`src/drcam_pkg.sv`:
```
/*
 Constants, mapping tables and control field layout for the DDR row
 configuration and host address map block.
 Assumes one 50 MHz clock and a 32-bit byte host address.
*/
// Function
// RULE1 - Dual discrete dynamic 12x9x2: BA1=18, BA0=13
// RULE2 - At most four rows, one chip select each
// RULE3 - x8/x16, 128/256/512 Mb, 64-bit DIMMs
// RULE4 - JEDEC only; x16 DIMMs single sided
// RULE5 - No hardware size or type detection
// RULE6 - Software configures before any memory cycle
// RULE7 - Presence ROM address is 1010 plus strap
// RULE8 - Software reads presence bytes 2,3,4,5,11,12,17
// RULE9 - Reduce accesses above thermal threshold
// RULE10 - Read and write throttles independent, 64-bit control
// RULE11 - Throttle on software force or counter
// RULE12 - Translation follows targeted row configuration
`default_nettype none
package drcam_pkg;
    localparam int NUM_ROWS = 4;
    localparam int ADDR_W = 32;
    localparam int DRAM_A_W = 13;
    localparam int CFG_NUM = 6;
    typedef logic [4:0] drcam_idx_t;
    typedef drcam_idx_t drcam_map_t [DRAM_A_W];
    localparam drcam_idx_t NO_BIT = 5'h00;
    localparam int AP_BIT = 10;
    localparam logic [1:0] DENS_128 = 2'h0;
    localparam logic [1:0] DENS_256 = 2'h1;
    localparam logic [1:0] DENS_512 = 2'h2;
    localparam int UNIT_LSB = 26;
    localparam int UNIT_W = 7;
    localparam logic [UNIT_W-1:0] ROW_UNITS [CFG_NUM] = '{7'h01, 7'h02, 7'h02, 7'h04, 7'h04, 7'h08};
    localparam drcam_map_t ROW_MAP [CFG_NUM] = '{
        '{5'h11, 5'h0F, 5'h18, 5'h19, 5'h15, 5'h16, 5'h17, 5'h1B, 5'h1C, 5'h1A, 5'h0E, 5'h10, 5'h00},
        '{5'h11, 5'h0F, 5'h1C, 5'h1D, 5'h15, 5'h16, 5'h17, 5'h18, 5'h19, 5'h1A, 5'h1B, 5'h10, 5'h00},
        '{5'h11, 5'h0F, 5'h1C, 5'h1D, 5'h15, 5'h16, 5'h17, 5'h18, 5'h19, 5'h1A, 5'h0E, 5'h10, 5'h1B},
        '{5'h11, 5'h0F, 5'h1D, 5'h1E, 5'h15, 5'h16, 5'h17, 5'h18, 5'h19, 5'h1A, 5'h1B, 5'h10, 5'h1C},
        '{5'h11, 5'h0F, 5'h1D, 5'h1E, 5'h15, 5'h16, 5'h17, 5'h18, 5'h19, 5'h1A, 5'h1B, 5'h10, 5'h1C},
        '{5'h11, 5'h0F, 5'h18, 5'h19, 5'h15, 5'h16, 5'h17, 5'h1E, 5'h1F, 5'h1A, 5'h1B, 5'h1D, 5'h1C}};
    localparam drcam_map_t COL_MAP [CFG_NUM] = '{
        '{5'h04, 5'h05, 5'h06, 5'h07, 5'h08, 5'h09, 5'h0A, 5'h0B, 5'h0C, 5'h00, 5'h00, 5'h00, 5'h00},
        '{5'h04, 5'h05, 5'h06, 5'h07, 5'h08, 5'h09, 5'h0A, 5'h0B, 5'h0C, 5'h0D, 5'h00, 5'h00, 5'h00},
        '{5'h04, 5'h05, 5'h06, 5'h07, 5'h08, 5'h09, 5'h0A, 5'h0B, 5'h0C, 5'h00, 5'h00, 5'h00, 5'h00},
        '{5'h04, 5'h05, 5'h06, 5'h07, 5'h08, 5'h09, 5'h0A, 5'h0B, 5'h0C, 5'h0D, 5'h00, 5'h00, 5'h00},
        '{5'h04, 5'h05, 5'h06, 5'h07, 5'h08, 5'h09, 5'h0A, 5'h0B, 5'h0C, 5'h0D, 5'h00, 5'h00, 5'h00},
        '{5'h04, 5'h05, 5'h06, 5'h07, 5'h08, 5'h09, 5'h0A, 5'h0B, 5'h0C, 5'h0D, 5'h00, 5'h0E, 5'h00}};
    localparam drcam_idx_t BA0_MAP [CFG_NUM] = '{5'h0D, 5'h12, 5'h0D, 5'h12, 5'h12, 5'h0F};
    localparam drcam_idx_t BA1_MAP [CFG_NUM] = '{5'h12, 5'h0E, 5'h12, 5'h0E, 5'h0E, 5'h12};
    localparam int THR_CTRL_W = 64;
    localparam int THR_CNT_W = 16;
    localparam int THR_WIN_LSB = 0;
    localparam int THR_LIMIT_LSB = 16;
    localparam int THR_ALLOW_LSB = 32;
    localparam int THR_EN_BIT = 48;
    localparam int DIR_RD = 0;
    localparam int DIR_WR = 1;
endpackage
`default_nettype wire

```
`src/drcam_thr_if.sv`:
```
/*
 Carrier between the address map top and one throttle engine.
 Assumes both ends share the system clock.
*/
`timescale 1ns/100ps
`default_nettype none
interface drcam_thr_if;
    logic access;
    logic force_on;
    logic [drcam_pkg::THR_CTRL_W-1:0] ctrl;
    logic allow;
    logic throttled;
    modport engine (input access, input force_on, input ctrl, output allow, output throttled);
    modport client (output access, output force_on, output ctrl, input allow, input throttled);
endinterface
`default_nettype wire

```
`src/drcam_throttle.sv`:
```
/*
 One thermal throttle engine: counts accesses per window and limits them.
 Assumes access is a one-cycle pulse per issued access.
*/
`timescale 1ns/100ps
`default_nettype none
module drcam_throttle (
    input wire logic sys_clk_i,
    input wire logic sys_rst_i,
    drcam_thr_if.engine thr
);
    logic [drcam_pkg::THR_CNT_W-1:0] win_reg;
    logic [drcam_pkg::THR_CNT_W-1:0] cnt_reg;
    logic trip_reg;
    logic win_end;
    logic [drcam_pkg::THR_CNT_W-1:0] win_len;
    logic [drcam_pkg::THR_CNT_W-1:0] limit;
    logic [drcam_pkg::THR_CNT_W-1:0] allow_max;

    assign win_len = thr.ctrl[drcam_pkg::THR_WIN_LSB +: drcam_pkg::THR_CNT_W];
    assign limit = thr.ctrl[drcam_pkg::THR_LIMIT_LSB +: drcam_pkg::THR_CNT_W];
    assign allow_max = thr.ctrl[drcam_pkg::THR_ALLOW_LSB +: drcam_pkg::THR_CNT_W];
    assign win_end = (win_reg == '0);

    always_ff @(posedge sys_clk_i or posedge sys_rst_i) begin
        if (sys_rst_i) begin
            win_reg <= '0;
        end else if (win_end) begin
            win_reg <= win_len;
        end else begin
            win_reg <= win_reg - 1'b1;
        end
    end

    // The count saturates so a long window cannot wrap into a low figure.
    always_ff @(posedge sys_clk_i or posedge sys_rst_i) begin
        if (sys_rst_i) begin
            cnt_reg <= '0;
        end else if (win_end) begin
            cnt_reg <= {{(drcam_pkg::THR_CNT_W-1){1'b0}}, thr.access};
        end else if (thr.access && cnt_reg != '1) begin
            cnt_reg <= cnt_reg + 1'b1;
        end
    end

    always_ff @(posedge sys_clk_i or posedge sys_rst_i) begin
        if (sys_rst_i) begin
            trip_reg <= 1'b0;
        end else if (win_end) begin
            trip_reg <= thr.ctrl[drcam_pkg::THR_EN_BIT] && (cnt_reg >= limit); // RULE11
        end
    end

    assign thr.throttled = thr.force_on || trip_reg; // RULE11
    assign thr.allow = !thr.throttled || (cnt_reg < allow_max); // RULE9
endmodule
`default_nettype wire

```
`src/drcam_top.sv`:
```
/*
 Host address to row, bank and column translation for dual discrete
 dynamic mode, row configuration checks and read/write thermal throttling.
 Assumes software has sized memory from the presence ROMs and drives the
 configuration inputs before raising cfg_done_i; inputs are synchronous.
*/
`timescale 1ns/100ps
`default_nettype none
module drcam_top (
    input wire logic sys_clk_i,
    input wire logic sys_rst_i,
    input wire logic cfg_done_i,
    input wire logic [3:0] row_populated_i,
    input wire logic [7:0] row_density_i,
    input wire logic [3:0] row_x16_i,
    input wire logic [1:0] sw_force_throttle_i,
    input wire logic [63:0] rd_throttle_ctrl_i,
    input wire logic [63:0] wr_throttle_ctrl_i,
    input wire logic req_valid_i,
    input wire logic req_write_i,
    input wire logic req_auto_precharge_i,
    input wire logic [31:0] req_addr_i,
    output logic req_ready_o,
    input wire logic cmd_ready_i,
    output logic cmd_valid_o,
    output logic cmd_write_o,
    output logic [3:0] cmd_row_cs_o,
    output logic [1:0] cmd_bank_o,
    output logic [12:0] cmd_row_addr_o,
    output logic [12:0] cmd_col_addr_o,
    output logic addr_error_o,
    output logic config_error_o,
    output logic rd_throttled_o,
    output logic wr_throttled_o
);
    typedef logic [2:0] drcam_cfg_t;

    drcam_thr_if rd_thr ();
    drcam_thr_if wr_thr ();

    drcam_cfg_t row_cfg [drcam_pkg::NUM_ROWS];
    logic [drcam_pkg::NUM_ROWS-1:0] row_ok;
    logic [drcam_pkg::UNIT_W-1:0] row_end [drcam_pkg::NUM_ROWS];
    logic [drcam_pkg::NUM_ROWS-1:0] hit;
    logic [1:0] sel_row;
    logic sel_found;
    drcam_cfg_t sel_cfg;
    logic [drcam_pkg::UNIT_W-1:0] addr_unit;
    logic dir_allow;
    logic out_free;
    logic take;
    logic cmd_valid_reg;
    logic cmd_write_reg;
    logic [3:0] cs_reg;
    logic [1:0] bank_reg;
    logic [12:0] row_addr_reg;
    logic [12:0] col_addr_reg;
    logic addr_err_reg;

    function automatic logic [12:0] pick_bits(input logic [31:0] addr,
                                              input drcam_pkg::drcam_map_t idx);
        logic [12:0] res;
        res = '0;
        for (int i = 0; i < drcam_pkg::DRAM_A_W; i++) begin
            res[i] = (idx[i] == drcam_pkg::NO_BIT) ? 1'b0 : addr[idx[i]];
        end
        return res;
    endfunction

    // Width and density select one of six layouts, x16 first in each density.
    function automatic drcam_cfg_t cfg_code(input logic [1:0] dens, input logic x16);
        return drcam_cfg_t'({dens, ~x16});
    endfunction

    // Rows are only checked against what software wrote; nothing here probes
    // the DIMMs, so a wrong setting is caught only if it is an illegal one.
    always_comb begin
        for (int r = 0; r < drcam_pkg::NUM_ROWS; r++) begin
            row_cfg[r] = cfg_code(row_density_i[2*r +: 2], row_x16_i[r]); // RULE5
            row_ok[r] = row_populated_i[r]
                && (row_density_i[2*r +: 2] <= drcam_pkg::DENS_512) // RULE3
                && !(row_x16_i[r] && r[0]); // RULE4
        end
    end

    assign config_error_o = |(row_populated_i & ~row_ok); // RULE4

    // Rows stack upward from zero in chip-select order.
    always_comb begin
        for (int r = 0; r < drcam_pkg::NUM_ROWS; r++) begin
            row_end[r] = (r == 0) ? '0 : row_end[(r == 0) ? 0 : r-1];
            if (row_ok[r]) begin
                row_end[r] = row_end[r] + drcam_pkg::ROW_UNITS[row_cfg[r]]; // RULE2
            end
        end
    end

    assign addr_unit = {1'b0, req_addr_i[drcam_pkg::UNIT_LSB +: (drcam_pkg::UNIT_W-1)]};

    always_comb begin
        sel_row = '0;
        sel_found = 1'b0;
        for (int r = drcam_pkg::NUM_ROWS-1; r >= 0; r--) begin
            hit[r] = row_ok[r] && (addr_unit < row_end[r]);
            if (hit[r]) begin
                sel_row = r[1:0]; // RULE2
                sel_found = 1'b1;
            end
        end
    end

    assign sel_cfg = row_cfg[sel_row]; // RULE12

    assign rd_thr.access = take && !req_write_i;
    assign wr_thr.access = take && req_write_i;
    assign rd_thr.force_on = sw_force_throttle_i[drcam_pkg::DIR_RD]; // RULE11
    assign wr_thr.force_on = sw_force_throttle_i[drcam_pkg::DIR_WR]; // RULE11
    assign rd_thr.ctrl = rd_throttle_ctrl_i; // RULE10
    assign wr_thr.ctrl = wr_throttle_ctrl_i; // RULE10

    drcam_throttle u_rd_throttle (
        .sys_clk_i(sys_clk_i),
        .sys_rst_i(sys_rst_i),
        .thr(rd_thr.engine)
    );

    drcam_throttle u_wr_throttle (
        .sys_clk_i(sys_clk_i),
        .sys_rst_i(sys_rst_i),
        .thr(wr_thr.engine)
    );

    // A write stalled by its throttle does not hold up the read path.
    assign dir_allow = req_write_i ? wr_thr.allow : rd_thr.allow; // RULE10
    assign out_free = !cmd_valid_reg || cmd_ready_i;
    assign req_ready_o = cfg_done_i && out_free && dir_allow; // RULE6
    assign take = req_valid_i && req_ready_o;

    always_ff @(posedge sys_clk_i or posedge sys_rst_i) begin
        if (sys_rst_i) begin
            cmd_valid_reg <= 1'b0;
        end else if (take) begin
            cmd_valid_reg <= sel_found;
        end else if (cmd_ready_i) begin
            cmd_valid_reg <= 1'b0;
        end
    end

    always_ff @(posedge sys_clk_i or posedge sys_rst_i) begin
        if (sys_rst_i) begin
            cmd_write_reg <= 1'b0;
            cs_reg <= '0;
            bank_reg <= '0;
            row_addr_reg <= '0;
            col_addr_reg <= '0;
        end else if (take && sel_found) begin
            cmd_write_reg <= req_write_i;
            cs_reg <= 4'h1 << sel_row; // RULE2
            bank_reg[0] <= req_addr_i[drcam_pkg::BA0_MAP[sel_cfg]]; // RULE1
            bank_reg[1] <= req_addr_i[drcam_pkg::BA1_MAP[sel_cfg]]; // RULE1
            row_addr_reg <= pick_bits(req_addr_i, drcam_pkg::ROW_MAP[sel_cfg]); // RULE1
            col_addr_reg <= pick_bits(req_addr_i, drcam_pkg::COL_MAP[sel_cfg])
                | (13'(req_auto_precharge_i) << drcam_pkg::AP_BIT); // RULE1
        end
    end

    always_ff @(posedge sys_clk_i or posedge sys_rst_i) begin
        if (sys_rst_i) begin
            addr_err_reg <= 1'b0;
        end else begin
            addr_err_reg <= take && !sel_found;
        end
    end

    assign cmd_valid_o = cmd_valid_reg;
    assign cmd_write_o = cmd_write_reg;
    assign cmd_row_cs_o = cs_reg;
    assign cmd_bank_o = bank_reg;
    assign cmd_row_addr_o = row_addr_reg;
    assign cmd_col_addr_o = col_addr_reg;
    assign addr_error_o = addr_err_reg;
    assign rd_throttled_o = rd_thr.throttled; // RULE9
    assign wr_throttled_o = wr_thr.throttled; // RULE9
endmodule
`default_nettype wire
```
`config.mk`:
```
export PLATFORM = sky130hd
export DESIGN_NAME = drcam_top
export DESIGN_NICKNAME = d
export VERILOG_FILES = /design/src/drcam_pkg.sv /design/src/drcam_thr_if.sv /design/src/drcam_throttle.sv /design/src/drcam_top.sv
export SDC_FILE = /design/constraint.sdc
export NUM_CORES = 1
export LEC_CHECK = 0
export ABC_CLOCK_PERIOD_IN_PS = 3500
export BUFFER_PORTS_ARGS = -buffer_cell sky130_fd_sc_hd__buf_4
export CAP_MARGIN = 20
export CORE_ASPECT_RATIO = 0.9
export CORE_MARGIN = 2
export CORE_UTILIZATION = 54
export DETAILED_ROUTE_END_ITERATION = 16
export PLACE_DENSITY_LB_ADDON = 0.05
export RECOVER_POWER = 100
export SETUP_SLACK_MARGIN = 0.15
export SLEW_MARGIN = 30
export SYNTH_ARGS = -nofsm -noshare
export SYNTH_HDL_FRONTEND = slang
export SYNTH_SLANG_ARGS = --single-unit
```
`constraint.sdc`:
```
create_clock -name sys_clk_i -period 3.5 [get_ports sys_clk_i]
set_input_delay 0.175 -clock sys_clk_i [delete_from_list [all_inputs] [get_ports sys_clk_i]]
set_output_delay 0.175 -clock sys_clk_i [all_outputs]
set_load 0.05 [all_outputs]
```
==> flow_summary.toml, run 1 <==
[sta]
slew_headroom_pct = -48.1
skew_ns = 0.00873
rsz0062_at_grt = "yes"
hold_viol_final = 0
worstMarginPinSlew_ns = 2.21
slew_viol_final = 51
hold_ws_ns = 0.00883
fin_tns_setup_ns = -60.77
fin_ws_ns = -2.26
min_period_ns = 5.76
setup_violations = 34
timing.fmax_mhz = 174
min_period_over_period_pct = 165

[cts]
h-tree-depth = 3
tritoncts = "built"
clockBufferDepth = 2
path_clk_slew_ns = 0.08
clkSinkCount = 100
numCtsBuffers = 9
clock-root-buffer = "clkbuf_16"
insertion_delay_ns = 0.35

[placed_design]
io_buffer_count = 186
gp_congestion = 0.895
dp_cells = 1429
hpwl_microns = 16800
pre_cts_slack_ns = -2.47

[logic_synthesis]
ys_seq_area_share_pct = 31.2
synth_area_sq_um = 8030
synth_largest_area_cell = "dfrtp_1"
ys_top_cells_by_area = "dfrtp_1 (31%), ha_1 (16%), nand2_1 (5.8%)"
synth_fp_nets = 1258
synth_edf_count = 0
synth.distinct_cells = 74
synthFlopType = "dfrtp_1"
yosys-top-cells-count = "nand2_1 (125), ha_1 (104), dfrtp_1 (100), inv_1 (100), nor2_1 (81)"
ys_seq_elements = 100
synth_top_cell_area_share_pct = 31.2
yosys.cell_count.top_type = "nand2_1"
netlist_instances = 966
yosysWarnings = 0
syn_area_per_cell_sq_um = 8.31
async_reset_ff_share_pct = 100

[global_route]
grt_pass1_vias = 7738
grt_max_degree = 51
antenna_found_initial = 0
grtUsageTotal_pct = 28.0
grt_first_pass_wirelength_microns = 36200
grt-ovfl-total = 0

[power_and_ir_drop]
p_per_area_nw_per_um2 = 418
vdd_drop_max_v = 0.000265
leakage_nw = 5.80

[route]
dr.pass1.iters = 5
vias = 8159
totalWireLength_microns = 23700
viasPerCell = 5.49
wire_per_inst_microns = 15.9
antenna_left = 0
first_iter_violations = 568
drc = 0

[outcome]
violations = "capacitance limit, slew limit, setup timing"
outcome = "complete, but fails checks"

[critical_path]
end_kind = "flop"
worstSetupStartpointType = "primary input"
cp.arrival_ns = 6.00
slowest_stage = "mux4_2"
critPathRequiredTime_ns = 3.74
path_class = "primary input to flop"
crit_buf_inv = 5
critical-path-top-delay-family = "adder cells"
cpPeakStageDelay_ns = 0.50
cp_max_fo = 4
crit_start = "row_density_i[0]"
timing.rr.start = "u_wr_throttle.cnt_reg[13]$_DFFE_PP0P_"

[final_layout]
final_util_pct = 78.8
layout.cells.non_filler = 1486
drive_above_1_share_pct = 31.6
area_growth_pct = 43.3
diodes = 0
final_nets = 1575

[die]
start_util_pct = 55.0
die_h_microns = 120
dieArea_sq_um = 15900
die_w_microns = 133
core_sq_um = 14600
rows = 42
pin_count = 224

[flow_run]
cap_violations = 1

[min_path]
worstHoldStart = "req_addr_i[8]"
hold_path.class = "primary input to flop"
-- what timing repair did --
| action | in CTS | in global routing |
|---|---|---|
| resized for setup | 23 | 85 |
| buffers inserted | 22 | 13 |
| endpoints found under the setup margin | 34 | 45 |
| cloned | 2 | 3 |
| endpoints found under the hold margin | 48 | 0 |
| hold buffers | 1 | 0 |
| pin swaps | 25 | 47 |
-- final cells by class --
class                           instances  area [sq um]
Tap cell                              198           248
Clock inverter                          7           103
Sequential cell                       100          2500
Fill cell                            1056          3100
Inverter                              102           404
Clock buffer                            9           225
Multi-Input combinational cell        740          5510
Timing Repair Buffer                  330          2520
-- cell families after synthesis --
group / share of synthesized area (%)
AND/OR/NAND/NOR: 21.9
AO/OA/AOI/OAI: 17.1
buffers and inverters: 6.11
adder cells (fa/ha/maj): 17.0
flip-flops: 31.2
XOR/XNOR: 3.49
multiplexers: 3.18
other: 0.0467
-- worst register-to-register path, delay by kind of cell (launching register included) --
kind | cells | cell delay, ns
AOI/OAI and AO/OA | 5 | 1.00
adders and majority gates | 1 | 0.30
buffers and inverters | 1 | 0.32
DFF | 1 | 0.39
muxes | 1 | 0.36
and+or+nand+nor | 3 | 0.88
-- metal layers --
layer | track usage (%) | wire, microns
met2 | 47.1 | 11500
met3 | 5.41 | 1300
met5 | 0 | 0
met1 | 37.2 | 10100
met4 | 7.66 | 750
-- through the flow --
step | total power [mW] | area [sq um]
after CTS | 4.81 | 11200
after global routing | 5.09 | 11500
final | 4.81 | 11500
after detailed placement | 3.67 | 10500
after floorplan | 2.93 | 8230
after global placement | 3.62 | 10500
-- cells in the final DEF (no fill, tap or decap), drive strengths merged, types with 12 or more instances in the layout --
cell / n
nand3: 20
clkbuf: 56
buf: 282
nor2: 81
xnor2: 21
or3: 18
nand4: 15
inv: 104
o21ai: 56
dfrtp: 100
ha: 104
a21o: 28
nand2: 127
nor2b: 18
nand2b: 15
mux2i: 12
a21oi: 63
nor3: 19
-- path summary, 6_finish.rpt --
| kind | endpoint | slack (ns) | cells past startpoint |
|---|---|---|---|
| min | cmd_col_addr_o[4]$_DFFE_PP0P_ | 0.009 | 3 |
| max in group asynchronous | u_wr_throttle.cnt_reg[5]$_DFFE_PP0P_ | 1.01 | 4 |
| min reg2reg | cmd_col_addr_o[4]$_DFFE_PP0P_ | 0.48 | 2 |
| max | cmd_row_addr_o[10]$_DFFE_PP0P_ | -2.26 | 29 |
| min in group asynchronous | cmd_col_addr_o[5]$_DFFE_PP0P_ | 0.97 | 3 |
| max reg2reg | cmd_row_addr_o[10]$_DFFE_PP0P_ | 0.14 | 11 |
-- report_power, final --
part           internal, mW  switching (mW)  leakage (nW)
registers              1.43           0.251          1.21
clock network         0.581           0.499         0.160
logic                 0.823            1.23          4.43
total                  2.83            1.98          5.80
Power figures use the tool's default switching activity.
==> run 2, diff against run 1 <==
--- a/config.mk
+++ b/config.mk
@@ -5,6 +5,7 @@
 export SDC_FILE = /design/constraint.sdc
 export NUM_CORES = 1
 export LEC_CHECK = 0
+export ABC_AREA = 1
 export ABC_CLOCK_PERIOD_IN_PS = 3500
 export BUFFER_PORTS_ARGS = -buffer_cell sky130_fd_sc_hd__buf_4
 export CAP_MARGIN = 20
==> run 2 against run 1 <==
Highest routed layer unchanged. Worst setup slack improved by 1.1 ns. Sequential share of layout area fell by 0.41 points. Wire length rose by 2.4%. Sequential power fell by 2%. Synthesized cell count rose by 18%. The run still ends with capacitance limit, slew limit, setup timing left. Clock power fell by 7%. Register-to-register slack improved by 0.15 ns. Clock-buffer cell count did not move. Global-route usage rose by 0.99 points. Core utilization rose by 0.39 points.
==> flow_summary.toml, run 2 <==
[route]
vias = 8623
antenna_left = 0
first_iter_violations = 488
drc = 0
totalWireLength_microns = 24200
wire_per_inst_microns = 14.8
dr.pass1.iters = 5
viasPerCell = 5.27

[die]
rows = 42
core_sq_um = 14800
die_h_microns = 121
start_util_pct = 55.7
die_w_microns = 134
dieArea_sq_um = 16300
pin_count = 224

[logic_synthesis]
ys_seq_elements = 100
synth_fa_ha_area_share_pct = 16.5
synth_xor_area_share_pct = 2.44
ys_seq_area_share_pct = 30.3
synth-simple-area-share_pct = 26.9
synth_edf_count = 0
synthFlopType = "dfrtp_1"
synth_area_sq_um = 8250
synth_compound_area_share_pct = 13.5
yosysWarnings = 0
async_reset_ff_share_pct = 100
synth_largest_area_cell = "dfrtp_1"
yosys-top-cells-count = "nand2_1 (242), inv_1 (199), ha_1 (104)"
synth.distinct_cells = 59
yosys.cell_count.top_type = "nand2_1"
netlist_instances = 1140
synthMuxAreaShare_pct = 0
syn_area_per_cell_sq_um = 7.24
synth_top_cell_area_share_pct = 30.3
synth_fp_nets = 1432
ys_top_cells_by_area = "dfrtp_1 (30%), ha_1 (16%), nand2_1 (11%)"
synth_top_family_by_area = "simple AND/OR/NAND/NOR gates"

[sta]
min_period_over_period_pct = 133
hold_ws_ns = 0.0132
hold_viol_final = 0
timing.fmax_mhz = 214
min_period_ns = 4.66
slew_headroom_pct = -62.2
worstMarginPinSlew_ns = 2.43
fin_ws_ns = -1.16
slew_viol_final = 64
skew_ns = 0.0147
setup_violations = 34
rsz0062_at_grt = "yes"

[critical_path]
critPathRequiredTime_ns = 3.75
end_kind = "flop"
cp_max_fo = 8
cpPeakStageDelay_ns = 0.43
path_common_cell = "nand2_1"
path_class = "primary input to flop"
slowest_stage = "fa_1"
worstSetupStartpointType = "primary input"
cp.arrival_ns = 4.91

[final_layout]
final_util_pct = 79.2
drive_above_1_share_pct = 30.2
final_nets = 1726
final_cell_mix = "buf_4 (225), inv_1 (188), nand2_1 (185)"
final_common_cell = "buf_4"
layout.cells.non_filler = 1637
area_growth_pct = 42.3
diodes = 0

[cts]
clockBufferDepth = 2
h-tree-depth = 3
numCtsBuffers = 9
clkSinkCount = 100
cts_hold_buf = 0
clock-root-buffer = "clkbuf_16"
path_clk_slew_ns = 0.08
insertion_delay_ns = 0.36
tritoncts = "built"

[global_route]
grt_first_pass_wirelength_microns = 37700
grt_pass1_vias = 8137
grt_max_degree = 64
grt-ovfl-total = 0
grtUsageTotal_pct = 29.0
antenna_found_initial = 0

[power_and_ir_drop]
leakage_nw = 6.20
p_per_area_nw_per_um2 = 405
finalPower_mw = 4.75
vdd_drop_max_v = 0.000345

[placed_design]
io_buffer_count = 186
dp_cells = 1591
hpwl_microns = 17400
pre_cts_slack_ns = -1.61
gp_congestion = 0.919

[min_path]
hold_path.class = "primary input to flop"

[outcome]
outcome = "complete, but fails checks"
violations = "capacitance limit, slew limit, setup timing"

[flow_run]
cap_violations = 1
-- run 2: cell count changes after synthesis, moves of 19 or more --
cell	delta
a21o_1	-25
nand2_1	+117
inv_1	+99
nor3_1	+23
nand3_1	+37
a21oi_1	+19
-- run 2: what timing repair did --
action | in CTS | in global routing
setup buffers | 15 | 9
setup endpoints to repair | 34 | 39
gates resized for setup | 54 | 102
pin swaps | 33 | 32
cloned | 6 | 0
endpoints found under the hold margin | 0 | 0
-- run 2: cells by family (layout without fill, tap and decap cells) --
kind of cell	count (synthesis)	after routing
xor+xnor	23	23
fa+ha+maj	107	107
simple gates	496	496
other cells	1	1
buf+inv	224	523
compound gates	189	189
flops	100	100
-- run 2: per-layer routing --
metal	up-vias	part of all wire (%)	track usage [%]
met2	288	49	50.0
met5	-	0	0
li1	4320	-	-
met3	50	6.2	5.18
met4	0	2.7	9.54
met1	3965	42	37.1
-- run 2: worst paths after layout --
check                                                startpoint  cells after the start  slack (ns)                              endpoint
min                                              req_addr_i[23]                      3        0.01         cmd_row_addr_o[6]$_DFFE_PP0P_
max in group asynchronous                             sys_rst_i                      3        0.94    u_rd_throttle.win_reg[0]$_DFF_PP0_
max reg2reg                u_wr_throttle.cnt_reg[1]$_DFFE_PP0P_                     16        0.29  u_wr_throttle.cnt_reg[4]$_DFFE_PP0P_
min reg2reg                  u_wr_throttle.win_reg[0]$_DFF_PP0_                      1        0.45    u_wr_throttle.win_reg[0]$_DFF_PP0_
max                                            row_density_i[0]                     43       -1.16             cmd_bank_o[0]$_DFFE_PP0P_
min in group asynchronous                             sys_rst_i                      2        0.67    u_rd_throttle.win_reg[1]$_DFF_PP0_
-- run 2: report_power, final --
group	internal (mW)	leakage [nW]	switching [mW]
logic	0.792	4.85	1.32
registers	1.40	1.21	0.235
clock network	0.507	0.145	0.498
-- run 2: area by class of cell --
| class | count | area (sq um) |
|---|---|---|
| Clock buffer | 9 | 225 |
| Timing Repair Buffer | 296 | 2330 |
| Inverter | 211 | 840 |
| Tap cell | 198 | 248 |
| Fill cell | 1075 | 3090 |
| Sequential cell | 100 | 2500 |
| Multi-Input combinational cell | 816 | 5510 |
| Clock inverter | 7 | 80.1 |
-- run 2: metrics by stage --
stage | instance area [sq um] | setup TNS, ns
after global placement | 10700 | -37.98
after global routing | 11700 | -47.14
final | 11700 | -36.22
after detailed placement | 10700 | -43.09
after floorplan | 8490 | -25.31
after CTS | 11500 | -36.86
-- run 2: worst max-delay path, delay by kind of cell --
family | cells | cell delay, ns
adders and majority gates | 6 | 1.45
and+or+nand+nor | 16 | 1.24
xor gates and xnor gates | 3 | 0.48
AOI/OAI and AO/OA | 5 | 0.44
buffers and inverters | 13 | 1.10
